==> src/verilog/uef_map.svh <==
// register offsets, field positions and reset values of the endpoint flag block
`ifndef UEF_MAP_SVH
`define UEF_MAP_SVH
`define UEF_IN_CTRL_OFF   12'h900
`define UEF_IN_FLAGS_OFF  12'h908
`define UEF_OUT_CTRL_OFF  12'hb00
`define UEF_OUT_FLAGS_OFF 12'hb08
`define UEF_TX_FIFO_EMPTY_FLAG_BIT      7
`define UEF_INNAK_BIT     6
`define UEF_UNDR_BIT      4
`define UEF_CONTROL_IN_TIMEOUT_FLAG_BIT      3
`define UEF_DIS_BIT       1
`define UEF_TF_BIT        0
`define UEF_BURST_BIT     6
`define UEF_OVR_BIT       4
`define UEF_STP_BIT       3
`define UEF_SD1_BIT       29
`define UEF_SD0_BIT       28
`define UEF_SET_NAK_REQUEST_BIT      27
`define UEF_CLEAR_NAK_REQUEST_BIT      26
`define UEF_NAK_STATUS_BIT      17
`define UEF_TOG_BIT       16
`define UEF_ACT_BIT       15
`define UEF_IN_FLAGS_RST  8'h80
`define UEF_OUT_FLAGS_RST 7'h00
`define UEF_IN_W1C_MASK   8'h5b
`define UEF_OUT_W1C_MASK  7'h5b
`define UEF_SETUP_LIMIT   3'h3
`define UEF_RESP_OKAY     2'b00
`define UEF_RESP_SLVERR   2'b10
`endif

==> src/verilog/uef_pkg.sv <==
// types shared by the endpoint flag block
package uef_pkg;
    typedef enum logic [1:0] {
        UEF_IN_CTRL,
        UEF_IN_FLAGS,
        UEF_OUT_CTRL,
        UEF_OUT_FLAGS
    } uef_kind_type;

    // per-endpoint events from the packet engine, same clock, one-cycle pulses
    // except the three fifo levels
    typedef struct packed {
        logic tx_at_threshold;
        logic tx_has_data;
        logic rx_room;
        logic in_token;
        logic ctrl_in_timeout;
        logic in_disabled;
        logic in_done;
        logic out_token;
        logic setup_token;
        logic out_data_ok;
        logic out_disabled;
        logic out_done;
    } uef_event_type;

    // per-endpoint controls back to the packet engine
    typedef struct packed {
        logic        in_active;
        logic        out_active;
        logic        in_nak;
        logic        out_nak;
        logic        overrun_nak;
        logic        data_toggle_bit;
        logic [10:0] max_packet_length;
    } uef_ctrl_type;
endpackage

==> src/verilog/uef_top.sv <==
// endpoint control words and in/out event flag registers behind axi4-lite
`include "uef_map.svh"

// Behaviour
// - inactive endpoint ignores all tokens, no answer
// - out ctrl bits 10:0 hold maximum packet length
// - in flags write-one-clear, fifo empty read-only
// - in bit 7 tracks tx fifo threshold
// - in bit 6 on nak effect, clear nak clears
// - in bit 4 on token with empty fifo
// - in bit 3 on control in timeout
// - bit 1 when endpoint disabled on request
// - in bit 0 when in transfer finished
// - out bit 0 when out transfer finished
// - out flags write-one-clear, full word only
// - out bit 6 after over three setups
// - no rx room: drop, nak, bit 4
// - out bit 3 on token after setup
// - reset values 0x80 in, zero out
// - set-data0 write clears the toggle
// - set-nak write sets nak status
module uef_top #(
    parameter int N_EP = 4
) (
    input  wire logic                  aclk,
    input  wire logic                  aresetn,
    input  wire logic [11:0]           s_axi_awaddr,
    input  wire logic                  s_axi_awvalid,
    output logic                       s_axi_awready,
    input  wire logic [31:0]           s_axi_wdata,
    input  wire logic [3:0]            s_axi_wstrb,
    input  wire logic                  s_axi_wvalid,
    output logic                       s_axi_wready,
    output logic [1:0]                 s_axi_bresp,
    output logic                       s_axi_bvalid,
    input  wire logic                  s_axi_bready,
    input  wire logic [11:0]           s_axi_araddr,
    input  wire logic                  s_axi_arvalid,
    output logic                       s_axi_arready,
    output logic [31:0]                s_axi_rdata,
    output logic [1:0]                 s_axi_rresp,
    output logic                       s_axi_rvalid,
    input  wire logic                  s_axi_rready,
    input  wire uef_pkg::uef_event_type ep_event [N_EP],
    output uef_pkg::uef_ctrl_type      ep_ctrl [N_EP],
    output logic [N_EP-1:0]            ep_irq
);
    // ========================================================
    // address decode
    function automatic logic [4:0] decode(input logic [11:0] a);
        logic [11:0] base;
        logic [4:0]  r;
        base = {a[11:7], 2'b00, a[4:0]};
        r = {1'b0, 2'b00, a[6:5]};
        if (base == `UEF_IN_CTRL_OFF) r = {1'b1, uef_pkg::UEF_IN_CTRL, a[6:5]};
        if (base == `UEF_IN_FLAGS_OFF) r = {1'b1, uef_pkg::UEF_IN_FLAGS, a[6:5]};
        if (base == `UEF_OUT_CTRL_OFF) r = {1'b1, uef_pkg::UEF_OUT_CTRL, a[6:5]};
        if (base == `UEF_OUT_FLAGS_OFF) r = {1'b1, uef_pkg::UEF_OUT_FLAGS, a[6:5]};
        return r;
    endfunction

    logic [11:0] awaddr_q;
    logic [31:0] wdata_q;
    logic [3:0]  wstrb_q;
    logic        aw_hold_q;
    logic        w_hold_q;
    logic [4:0]  wdec;
    logic        wr_fire;
    logic        wr_ok;
    logic [N_EP-1:0] wr_in_ctrl, wr_in_flags, wr_out_ctrl, wr_out_flags;

    assign wdec    = decode(awaddr_q);
    assign wr_fire = aw_hold_q && w_hold_q && !s_axi_bvalid;
    // partial-word writes are refused: flags must not be half-cleared
    assign wr_ok   = wr_fire && wdec[4] && (wstrb_q == 4'hf);

    always_comb begin
        for (int e = 0; e < N_EP; e++) begin
            wr_in_ctrl[e]   = wr_ok && wdec[1:0] == e[1:0]
                              && wdec[3:2] == uef_pkg::UEF_IN_CTRL;
            wr_in_flags[e]  = wr_ok && wdec[1:0] == e[1:0]
                              && wdec[3:2] == uef_pkg::UEF_IN_FLAGS;
            wr_out_ctrl[e]  = wr_ok && wdec[1:0] == e[1:0]
                              && wdec[3:2] == uef_pkg::UEF_OUT_CTRL;
            wr_out_flags[e] = wr_ok && wdec[1:0] == e[1:0]
                              && wdec[3:2] == uef_pkg::UEF_OUT_FLAGS;
        end
    end

    // ========================================================
    // axi write channels
    always_ff @(posedge aclk) begin
        if (!aresetn) begin
            aw_hold_q     <= 1'b0;
            w_hold_q      <= 1'b0;
            awaddr_q      <= 12'h000;
            wdata_q       <= 32'h0000_0000;
            wstrb_q       <= 4'h0;
            s_axi_awready <= 1'b1;
            s_axi_wready  <= 1'b1;
            s_axi_bvalid  <= 1'b0;
            s_axi_bresp   <= `UEF_RESP_OKAY;
        end else begin
            if (s_axi_awvalid && s_axi_awready) begin
                aw_hold_q     <= 1'b1;
                awaddr_q      <= s_axi_awaddr;
                s_axi_awready <= 1'b0;
            end
            if (s_axi_wvalid && s_axi_wready) begin
                w_hold_q     <= 1'b1;
                wdata_q      <= s_axi_wdata;
                wstrb_q      <= s_axi_wstrb;
                s_axi_wready <= 1'b0;
            end
            if (wr_fire) begin
                s_axi_bvalid <= 1'b1;
                s_axi_bresp  <= wr_ok ? `UEF_RESP_OKAY : `UEF_RESP_SLVERR;
            end
            if (s_axi_bvalid && s_axi_bready) begin
                s_axi_bvalid  <= 1'b0;
                aw_hold_q     <= 1'b0;
                w_hold_q      <= 1'b0;
                s_axi_awready <= 1'b1;
                s_axi_wready  <= 1'b1;
            end
        end
    end

    // ========================================================
    // endpoint state
    logic [7:0]  in_flags_q  [N_EP];
    logic [6:0]  out_flags_q [N_EP];
    logic [2:0]  setup_cnt_q [N_EP];
    logic [N_EP-1:0] setup_seen_q, in_nak_prev_q;

    always_ff @(posedge aclk) begin
        for (int e = 0; e < N_EP; e++) begin
            if (!aresetn) begin
                ep_ctrl[e] <= '0;
            end else begin
                ep_ctrl[e].overrun_nak <= ep_ctrl[e].out_active && ep_event[e].out_token
                                          && !ep_event[e].rx_room;
                if (ep_ctrl[e].out_active && ep_event[e].out_data_ok)
                    ep_ctrl[e].data_toggle_bit <= !ep_ctrl[e].data_toggle_bit;
                if (wr_in_ctrl[e]) begin
                    ep_ctrl[e].in_active <= wdata_q[`UEF_ACT_BIT];
                    if (wdata_q[`UEF_SET_NAK_REQUEST_BIT])
                        ep_ctrl[e].in_nak <= 1'b1;
                    else if (wdata_q[`UEF_CLEAR_NAK_REQUEST_BIT])
                        ep_ctrl[e].in_nak <= 1'b0;
                end
                if (wr_out_ctrl[e]) begin
                    ep_ctrl[e].out_active        <= wdata_q[`UEF_ACT_BIT];
                    ep_ctrl[e].max_packet_length <= wdata_q[10:0];
                    if (wdata_q[`UEF_SET_NAK_REQUEST_BIT])
                        ep_ctrl[e].out_nak <= 1'b1;
                    else if (wdata_q[`UEF_CLEAR_NAK_REQUEST_BIT])
                        ep_ctrl[e].out_nak <= 1'b0;
                    if (wdata_q[`UEF_SD0_BIT])
                        ep_ctrl[e].data_toggle_bit <= 1'b0;
                    else if (wdata_q[`UEF_SD1_BIT])
                        ep_ctrl[e].data_toggle_bit <= 1'b1;
                end
            end
        end
    end

    // in flags: hardware set wins over a same-cycle write-one clear
    always_ff @(posedge aclk) begin
        for (int e = 0; e < N_EP; e++) begin
            if (!aresetn) begin
                in_flags_q[e]    <= `UEF_IN_FLAGS_RST;
                in_nak_prev_q[e] <= 1'b0;
            end else begin
                logic [7:0] set;
                logic [7:0] clr;
                set = 8'h00;
                clr = wr_in_flags[e] ? (wdata_q[7:0] & `UEF_IN_W1C_MASK) : 8'h00;
                if (wr_in_ctrl[e] && wdata_q[`UEF_CLEAR_NAK_REQUEST_BIT])
                    clr[`UEF_INNAK_BIT] = 1'b1;
                set[`UEF_INNAK_BIT] = ep_ctrl[e].in_nak && !in_nak_prev_q[e];
                set[`UEF_UNDR_BIT]  = ep_ctrl[e].in_active && ep_event[e].in_token
                                      && !ep_event[e].tx_has_data;
                set[`UEF_CONTROL_IN_TIMEOUT_FLAG_BIT]  = ep_event[e].ctrl_in_timeout;
                set[`UEF_DIS_BIT]   = ep_event[e].in_disabled;
                set[`UEF_TF_BIT]    = ep_event[e].in_done;
                in_flags_q[e] <= (in_flags_q[e] & ~clr) | set;
                in_flags_q[e][`UEF_TX_FIFO_EMPTY_FLAG_BIT] <= ep_event[e].tx_at_threshold;
                in_nak_prev_q[e] <= ep_ctrl[e].in_nak;
            end
        end
    end

    // out flags and setup tracking
    always_ff @(posedge aclk) begin
        for (int e = 0; e < N_EP; e++) begin
            if (!aresetn) begin
                out_flags_q[e]  <= `UEF_OUT_FLAGS_RST;
                setup_cnt_q[e]  <= 3'h0;
                setup_seen_q[e] <= 1'b0;
            end else begin
                logic [6:0] set;
                logic [6:0] clr;
                logic       tok;
                set = 7'h00;
                clr = wr_out_flags[e] ? (wdata_q[6:0] & `UEF_OUT_W1C_MASK) : 7'h00;
                tok = ep_ctrl[e].out_active && ep_event[e].out_token
                      || ep_ctrl[e].in_active && ep_event[e].in_token;
                if (ep_ctrl[e].out_active && ep_event[e].setup_token) begin
                    setup_seen_q[e] <= 1'b1;
                    if (setup_cnt_q[e] == `UEF_SETUP_LIMIT)
                        set[`UEF_BURST_BIT] = 1'b1;
                    else
                        setup_cnt_q[e] <= setup_cnt_q[e] + 3'h1;
                end else if (tok) begin
                    setup_cnt_q[e]  <= 3'h0;
                    setup_seen_q[e] <= 1'b0;
                    set[`UEF_STP_BIT] = setup_seen_q[e];
                end
                set[`UEF_OVR_BIT] = ep_ctrl[e].out_active && ep_event[e].out_token
                                    && !ep_event[e].rx_room;
                set[`UEF_DIS_BIT] = ep_event[e].out_disabled;
                set[`UEF_TF_BIT]  = ep_event[e].out_done;
                out_flags_q[e] <= (out_flags_q[e] & ~clr) | set;
            end
        end
    end

    always_ff @(posedge aclk) begin
        for (int e = 0; e < N_EP; e++) begin
            if (!aresetn)
                ep_irq[e] <= 1'b0;
            else
                ep_irq[e] <= (|in_flags_q[e]) || (|out_flags_q[e]);
        end
    end

    // ========================================================
    // axi read channel
    function automatic logic [31:0] rd_word(input logic [4:0] d);
        logic [31:0] v;
        v = 32'h0000_0000;
        case (uef_pkg::uef_kind_type'(d[3:2]))
            uef_pkg::UEF_IN_CTRL: begin
                v[`UEF_ACT_BIT]  = ep_ctrl[d[1:0]].in_active;
                v[`UEF_NAK_STATUS_BIT] = ep_ctrl[d[1:0]].in_nak;
            end
            uef_pkg::UEF_IN_FLAGS:  v[7:0] = in_flags_q[d[1:0]];
            uef_pkg::UEF_OUT_CTRL: begin
                v[10:0]          = ep_ctrl[d[1:0]].max_packet_length;
                v[`UEF_ACT_BIT]  = ep_ctrl[d[1:0]].out_active;
                v[`UEF_TOG_BIT]  = ep_ctrl[d[1:0]].data_toggle_bit;
                v[`UEF_NAK_STATUS_BIT] = ep_ctrl[d[1:0]].out_nak;
            end
            uef_pkg::UEF_OUT_FLAGS: v[6:0] = out_flags_q[d[1:0]];
            default: v = 32'h0000_0000;
        endcase
        return v;
    endfunction

    logic [4:0] rdec;
    assign rdec = decode(s_axi_araddr);

    always_ff @(posedge aclk) begin
        if (!aresetn) begin
            s_axi_arready <= 1'b1;
            s_axi_rvalid  <= 1'b0;
            s_axi_rdata   <= 32'h0000_0000;
            s_axi_rresp   <= `UEF_RESP_OKAY;
        end else if (s_axi_arvalid && s_axi_arready) begin
            s_axi_arready <= 1'b0;
            s_axi_rvalid  <= 1'b1;
            s_axi_rdata   <= rdec[4] ? rd_word(rdec) : 32'h0000_0000;
            s_axi_rresp   <= rdec[4] ? `UEF_RESP_OKAY : `UEF_RESP_SLVERR;
        end else if (s_axi_rvalid && s_axi_rready) begin
            s_axi_rvalid  <= 1'b0;
            s_axi_arready <= 1'b1;
        end
    end
endmodule
==> config.mk <==
export PLATFORM = sky130hd
export DESIGN_NAME = uef_top
export DESIGN_NICKNAME = d
export VERILOG_FILES = /design/src/verilog/uef_pkg.sv /design/src/verilog/uef_top.sv
export VERILOG_INCLUDE_DIRS = /design/src /design/src/verilog
export SDC_FILE = /design/constraint.sdc
export NUM_CORES = 1
export LEC_CHECK = 0
export BUFFER_PORTS_ARGS = -buffer_cell sky130_fd_sc_hd__buf_2
export CORE_UTILIZATION = 59
export CTS_BUF_LIST = sky130_fd_sc_hd__clkbuf_4
export CTS_CLUSTER_DIAMETER = 60
export DETAILED_ROUTE_END_ITERATION = 10
export GPL_ROUTABILITY_DRIVEN = 0
export GPL_TIMING_DRIVEN = 0
export PLACE_DENSITY = 0.95
export SLEW_MARGIN = 5
export SYNTH_ARGS = -nofsm -noshare
export SYNTH_HDL_FRONTEND = slang
export SYNTH_SLANG_ARGS = --single-unit
==> constraint.sdc <==
create_clock -name aclk -period 8.1 [get_ports aclk]
set_input_delay 2.43 -clock aclk [delete_from_list [all_inputs] [get_ports aclk]]
set_output_delay 2.43 -clock aclk [all_outputs]
set_load 0.005 [all_outputs]
; Word level (Yosys, flattened, before mapping)
; Memories as Yosys holds them, arrays and structs flattened.
; Cells that the tools add are included.
; W data, S select, Z words.
[totals]
output_inout_bits = 113
ram_bits = 72
input_bits = 115
mem_count = 3
reg_bits = 169
wordCells = 379
[classes]
bitwise = 46
magnitude_cmp = 1
muxes = 144
n_reduce_logical = 112
add_sub_neg = 4
n_eq_ne = 22
[memory_table]
columns = memory, depth, width, read_ports, rd_clocked_by_memory_dff, write_ports, line
row1 = in_flags_q, 4, 8, 5, 0, 4, uef_top.sv:131  ; logic [7:0] in_flags_q [N_EP];
row2 = out_flags_q, 4, 7, 5, 0, 4, uef_top.sv:132  ; logic [6:0] out_flags_q [N_EP];
row3 = setup_cnt_q, 4, 3, 4, 0, 4, uef_top.sv:133  ; logic [2:0] setup_cnt_q [N_EP];
[op_table]
columns = cell, n
row1 = $mux W1, 97
row2 = $mux W7, 12
row3 = $eq A10 B10 Y1 const B, 8
row4 = $logic_and A1 B1 Y1, 61
row5 = $mux W12, 4
row6 = $mux W5, 8
row7 = $bmux W17 S2, 1
row8 = $mux W17, 2
row9 = $and A8 B8 Y8, 4
row10 = $mux W8, 4
row11 = $not A7 Y8, 4
row12 = $or A8 B7 Y8, 4
row13 = $reduce_or A8 Y1, 4
row14 = $and A7 B7 Y7, 4
row15 = $not A7 Y7, 4
row16 = $or A7 B7 Y7, 4
row17 = $reduce_or A7 Y1, 4
row18 = $mux W3, 9
row19 = $pmux W7 S3, 1
row20 = $or A1 B1 Y1, 20
row21 = $mux W18, 1
row22 = $logic_not A1 Y1, 17
row23 = $reduce_and A2 Y1, 8
row24 = $add A3 B1 Y3 const B, 4
row25 = other kinds (13), 40

; Depth between registers and ports, before layout
[logic_depth]
word_depth = 17
ltp_mapped = 10
ltp_nobuf = 9

; Worst setup path after synthesis
; Ideal clock, no wire load.
[synth_path]
path_type = input to register
from = input s_axi_araddr[10]
to = register s_axi_rdata[5]
setup_time_ns = 0.070
cell_stages = 9
t_required_ns = 8.030
t_arrival_ns = 4.326
slack_ns = 3.704
n_path_buf = 1
cell_sequence = nor4b_1 -> and2_1 -> clkbuf_1 -> nand2_1 -> inv_1 -> ha_1 -> nand4_1 -> or3b_2 -> a21oi_1
[synth_via]
elab_chain_len = 10
word_cells_on_any_way = 19
cone_classes = eq/ne (7) / mux (9) / bitwise (1) / memory (2)
[synth_lines]
columns = item, line
row1 = from (decl), uef_top.sv:37  ; input wire logic [11:0] s_axi_araddr,
row2 = $eq A10 B10 Y1 (no line), -
row3 = $mux W5, uef_top.sv:56  ; if (base == `UEF_IN_FLAGS_OFF) r = {1'b1, uef_pkg::UEF_IN_FLAGS, a[6:5]};
row4 = $mux W5, uef_top.sv:57  ; if (base == `UEF_OUT_CTRL_OFF) r = {1'b1, uef_pkg::UEF_OUT_CTRL, a[6:5]};
row5 = $mux W5 *, uef_top.sv:58  ; if (base == `UEF_OUT_FLAGS_OFF) r = {1'b1, uef_pkg::UEF_OUT_FLAGS, a[6:5]};
row6 = $not A2 Y3 (not written as such), uef_top.sv:250  ; v[10:0] = ep_ctrl[d[1:0]].max_packet_length;
row7 = $bmux W17 S2, uef_top.sv:250
row8 = $mux W17 (2 in series), -
row9 = $pmux W7 S3, uef_top.sv:243  ; case (uef_pkg::uef_kind_type'(d[3:2]))
row10 = $mux W18 *, uef_top.sv:273  ; s_axi_rdata <= rdec[4] ? rd_word(rdec) : 32'h0000_0000;
row11 = to (signal assigned), uef_top.sv:273
row12 = to (decl), uef_top.sv:40  ; output logic [31:0] s_axi_rdata,
; Every way passes the cells marked *; elsewhere a longest branch is shown, timed or not. The select of a mux whose other input is x is not followed.
; A chain may end at the register's enable or synchronous reset.

; Worst setup path in the final report
; Same ends and word-level chain as after synthesis.

==> flow_summary_export.csv <==
group,metric,value,unit
detailed_routing,drt-wirelength-per-cell,19.8,um
synth,avgSynthCellArea,9.37,sq um
synth,synthesis.area,8510,sq um
detailed_routing,drc,0,
power,power_density,167,nW/um^2
detailed_routing,viasPerCell,6.23,
timing,period_share,0.536,
floorplan,core-area,14000,sq um
setup_path,endpoint_kind,"flop",
power,seq_power_share,0.592,
global_route,grt_overflow,0,
placed_design,hpwl,19800,um
placed_design,portBuffers,190,
clock_tree,cts_resized,0,
global_route,grt_pass1_vias,7677,
synth,yosysWarnings,0,
clock_tree,cts_root_buf,"clkbuf_4",
placed_design,place_inst,1297,
clock_tree,cts_buffers,17,
power,p_int,1.22,mW
power,leakagePower,4.30,nW
placed_design,pre_cts_slack,3.17,ns
power,finalPower,1.68,mW
setup_path,critPathRequiredTime,8.65,ns
synth,ys.flop_type,"dfxtp_1",
power,p_switching,459,uW
clock_tree,post_cts_buffers,0,
setup_path,crit_chain,"buf_2 > nor4b_1 > and2_1 > clkbuf_1 > nand2_1 > inv_1 > ha_1 > nand4_1 > or3b_2 > a21oi_1",
floorplan,die_w,122,um
clock_tree,worstSkewPairLatency,0.63,ns
timing,rsz0062_at_grt,"false",
timing,skew,0.0350,ns
clock_tree,cts.clk_slew.worst_paths,0.15,ns
final_layout,final_area,10000,sq um
clock_tree,numClockSinks,191,
detailed_routing,drt-initial-drc-count,1256,
clock_tree,ctsHoldBuffers,0,
detailed_routing,finalWirelength,26300,um
setup_path,crit_fanout,8,
setup_path,crit_path_max_incr_delay,0.54,ns
synth,ys_types,60,
detailed_routing,vias,8284,
timing,slew_headroom,0.459,
floorplan,pin_count,228,
power,pwr-share-clk,0.317,
timing,maxSlewViolCount,0,
placed_design,post_dp_cell_area,9760,sq um
synth,syn_inst,908,
setup_path,critPathLaunchType,"primary input",
floorplan,die_h,122,um
timing,clock.fmax,231,MHz
setup_path,path_buf_inv,3,
final_layout,drive_gt1_frac,0.252,
global_route,grtUsageTotal,0.358,
setup_path,crit_arrival,4.89,ns
synth,yosys_register_bits,191,
synth,synth_edf_count,12,
timing,layout_min_cycle_time,4.34,ns
detailed_routing,ant_nets,0,
clock_tree,htree_levels,4,
floorplan,row_count,43,
hold_path,min_path_type,"flop to flop",
timing,fin_ws,3.76,ns
global_route,grt_first_pass_wirelength,40100,um
global_route,antenna_found_initial,0,
timing,max_slew.worst_pin.slew,0.812,ns
final_layout,finalNonFillerCells,1330,
timing,tns,0,ns
final_layout,syn2layout_area_growth,18.0,%
timing,hold_ws,0.446,ns
timing,setup_viol,0,
outcome,status,"finished clean",
final_layout,nFillCells,991,
timing,final_hold_viol_count,0,
power,peakVddDrop,0.101,mV
synth,yosysSeqAreaShare,0.463,
flow_run,max_cap_viol_count,0,
setup_path,critical-path-top-delay-family,"simple AND/OR/NAND/NOR gates",
detailed_routing,dr.pass1.iters,7,
setup_path,critPathSlowestCell,"nor4b_1",
global_route,grt_max_degree,18,
clock_tree,clk_path_buf_depth,2,
floorplan,start_util,0.608,
clock_tree,cts_tree,"yes",
power,netSwitchingFraction,0.273,
power,comb_power_share,0.092,
final_layout,fin_util,0.718,
final_layout,final_nets,1262,
synth,synthArstFlopShare,0,
setup_path,crit_type,"primary input to flop",
floorplan,design.die.area,14900,sq um
placed cells by master, fill, tap and decap left out, drive strengths merged, types with 9 or more instances in the layout:
master,synthesis,final
a211oi,10,10
a21oi,51,51
a31oi,34,34
and3,11,11
buf,37,227
clkbuf,38,55
conb,1,20
dfxtp,179,179
edfxtp,12,12
ha,11,11
inv,35,41
mux2i,68,68
mux4,17,17
nand2,175,175
nand2b,19,19
nand3,15,15
nand4,9,9
nor2,21,21
nor3,15,15
nor4,9,9
o21ai,34,34
o22ai,15,15
o31ai,12,12
routing by layer:
layer / vias up / share of wire / track usage
met5: - / 0 / 0
met4: 0 / 0.067 / 0.239
met3: 164 / 0.14 / 0.0988
met2: 723 / 0.45 / 0.553
met1: 3723 / 0.35 / 0.437
li1: 3674 / - / -
Yosys cell counts, drive strengths merged (11+ instances only):
library cell / number / area share
inv: 35 / 0.015
a21oi: 51 / 0.030
o21ai: 34 / 0.020
and3: 11 / 0.0081
clkbuf: 38 / 0.017
nor2: 21 / 0.0093
ha: 11 / 0.016
a31oi: 34 / 0.025
nor3: 15 / 0.013
o22ai: 15 / 0.011
mux2i: 68 / 0.080
edfxtp: 12 / 0.042
o31ai: 12 / 0.012
mux4: 17 / 0.045
dfxtp: 179 / 0.42
buf: 37 / 0.029
nand3: 15 / 0.011
nand2: 175 / 0.077
nand2b: 19 / 0.014
cell type report:
cell class | count | area (sq um) | share of cell area
well taps | 180 | 225 | 0.0224
plain buffers | 75 | 393 | 0.0391
clock buffers | 17 | 128 | 0.0127
diodes | 1 | 2.50 | 0.000249
repair buffers | 190 | 951 | 0.0947
multi-input cells | 626 | 4110 | 0.409
clock inverters | 15 | 158 | 0.0157
inverters | 35 | 131 | 0.0131
flip-flops and latches | 191 | 3940 | 0.393
flip-flops by register name (all words and copies together) (netlist names):
| name | flops |
|---|---|
| aw_hold_q | 1 |
| awaddr_q | 12 |
| ep_ctrl | 68 |
| ep_irq | 4 |
| in_flags_q | 24 |
| in_nak_prev_q | 4 |
| out_flags_q | 20 |
| s_axi_arready | 1 |
| s_axi_awready | 1 |
| s_axi_bresp | 1 |
| s_axi_bvalid | 1 |
| s_axi_rdata | 14 |
| s_axi_rresp | 1 |
| s_axi_rvalid | 1 |
| s_axi_wready | 1 |
| setup_cnt_q | 12 |
| setup_seen_q | 4 |
| w_hold_q | 1 |
| wdata_q | 16 |
| wstrb_q | 4 |
worst reg2reg max path, delay by kind of cell, from the launching register on:
kind | cells | cell delay (ns)
buffers and inverters | 2 | 0.54
flip-flops | 1 | 0.37
multiplexers | 1 | 0.22
AND/OR/NAND/NOR | 3 | 1.04
cells by family (layout without fill, tap and decap cells):
| logic type | Yosys count | after routing | share of synthesized area |
|---|---|---|---|
| AOI/OAI and AO/OA | 190 | 190 | 0.142 |
| and+or+nand+nor | 316 | 316 | 0.187 |
| muxes | 85 | 85 | 0.125 |
| DFF | 191 | 191 | 0.463 |
| adders and majority gates | 11 | 11 | 0.0162 |
| xor gates and xnor gates | 4 | 4 | 0.00412 |
| other | 1 | 21 | 0.000441 |
| buffers and inverters | 110 | 332 | 0.0616 |
final timing paths:
kind | start | end | slack [ns] | cells past startpoint
max | s_axi_araddr[10] | s_axi_rdata[5]$_SDFFE_PN0P_ | 3.76 | 10
min | in_nak_prev_q[2]$_SDFF_PN0_ | in_flags_q[2][6]$_SDFF_PN0_ | 0.45 | 1
max reg2reg | awaddr_q[4]$_SDFFE_PN0P_ | ep_ctrl[23]$_SDFFE_PN0P_ | 5.87 | 6
min reg2reg | in_nak_prev_q[2]$_SDFF_PN0_ | in_flags_q[2][6]$_SDFF_PN0_ | 0.45 | 1
power groups by stage:
stage	logic, mW	registers [mW]	clock network, mW
floorplan	0.0898	1.01	0
detailed placement	0.149	1.01	0
global placement	0.144	1.01	0
CTS	0.150	0.993	0.529
global route	0.167	0.996	0.568
finish	0.154	0.994	0.532
Note: power is estimated with default switching activity, not from simulation.
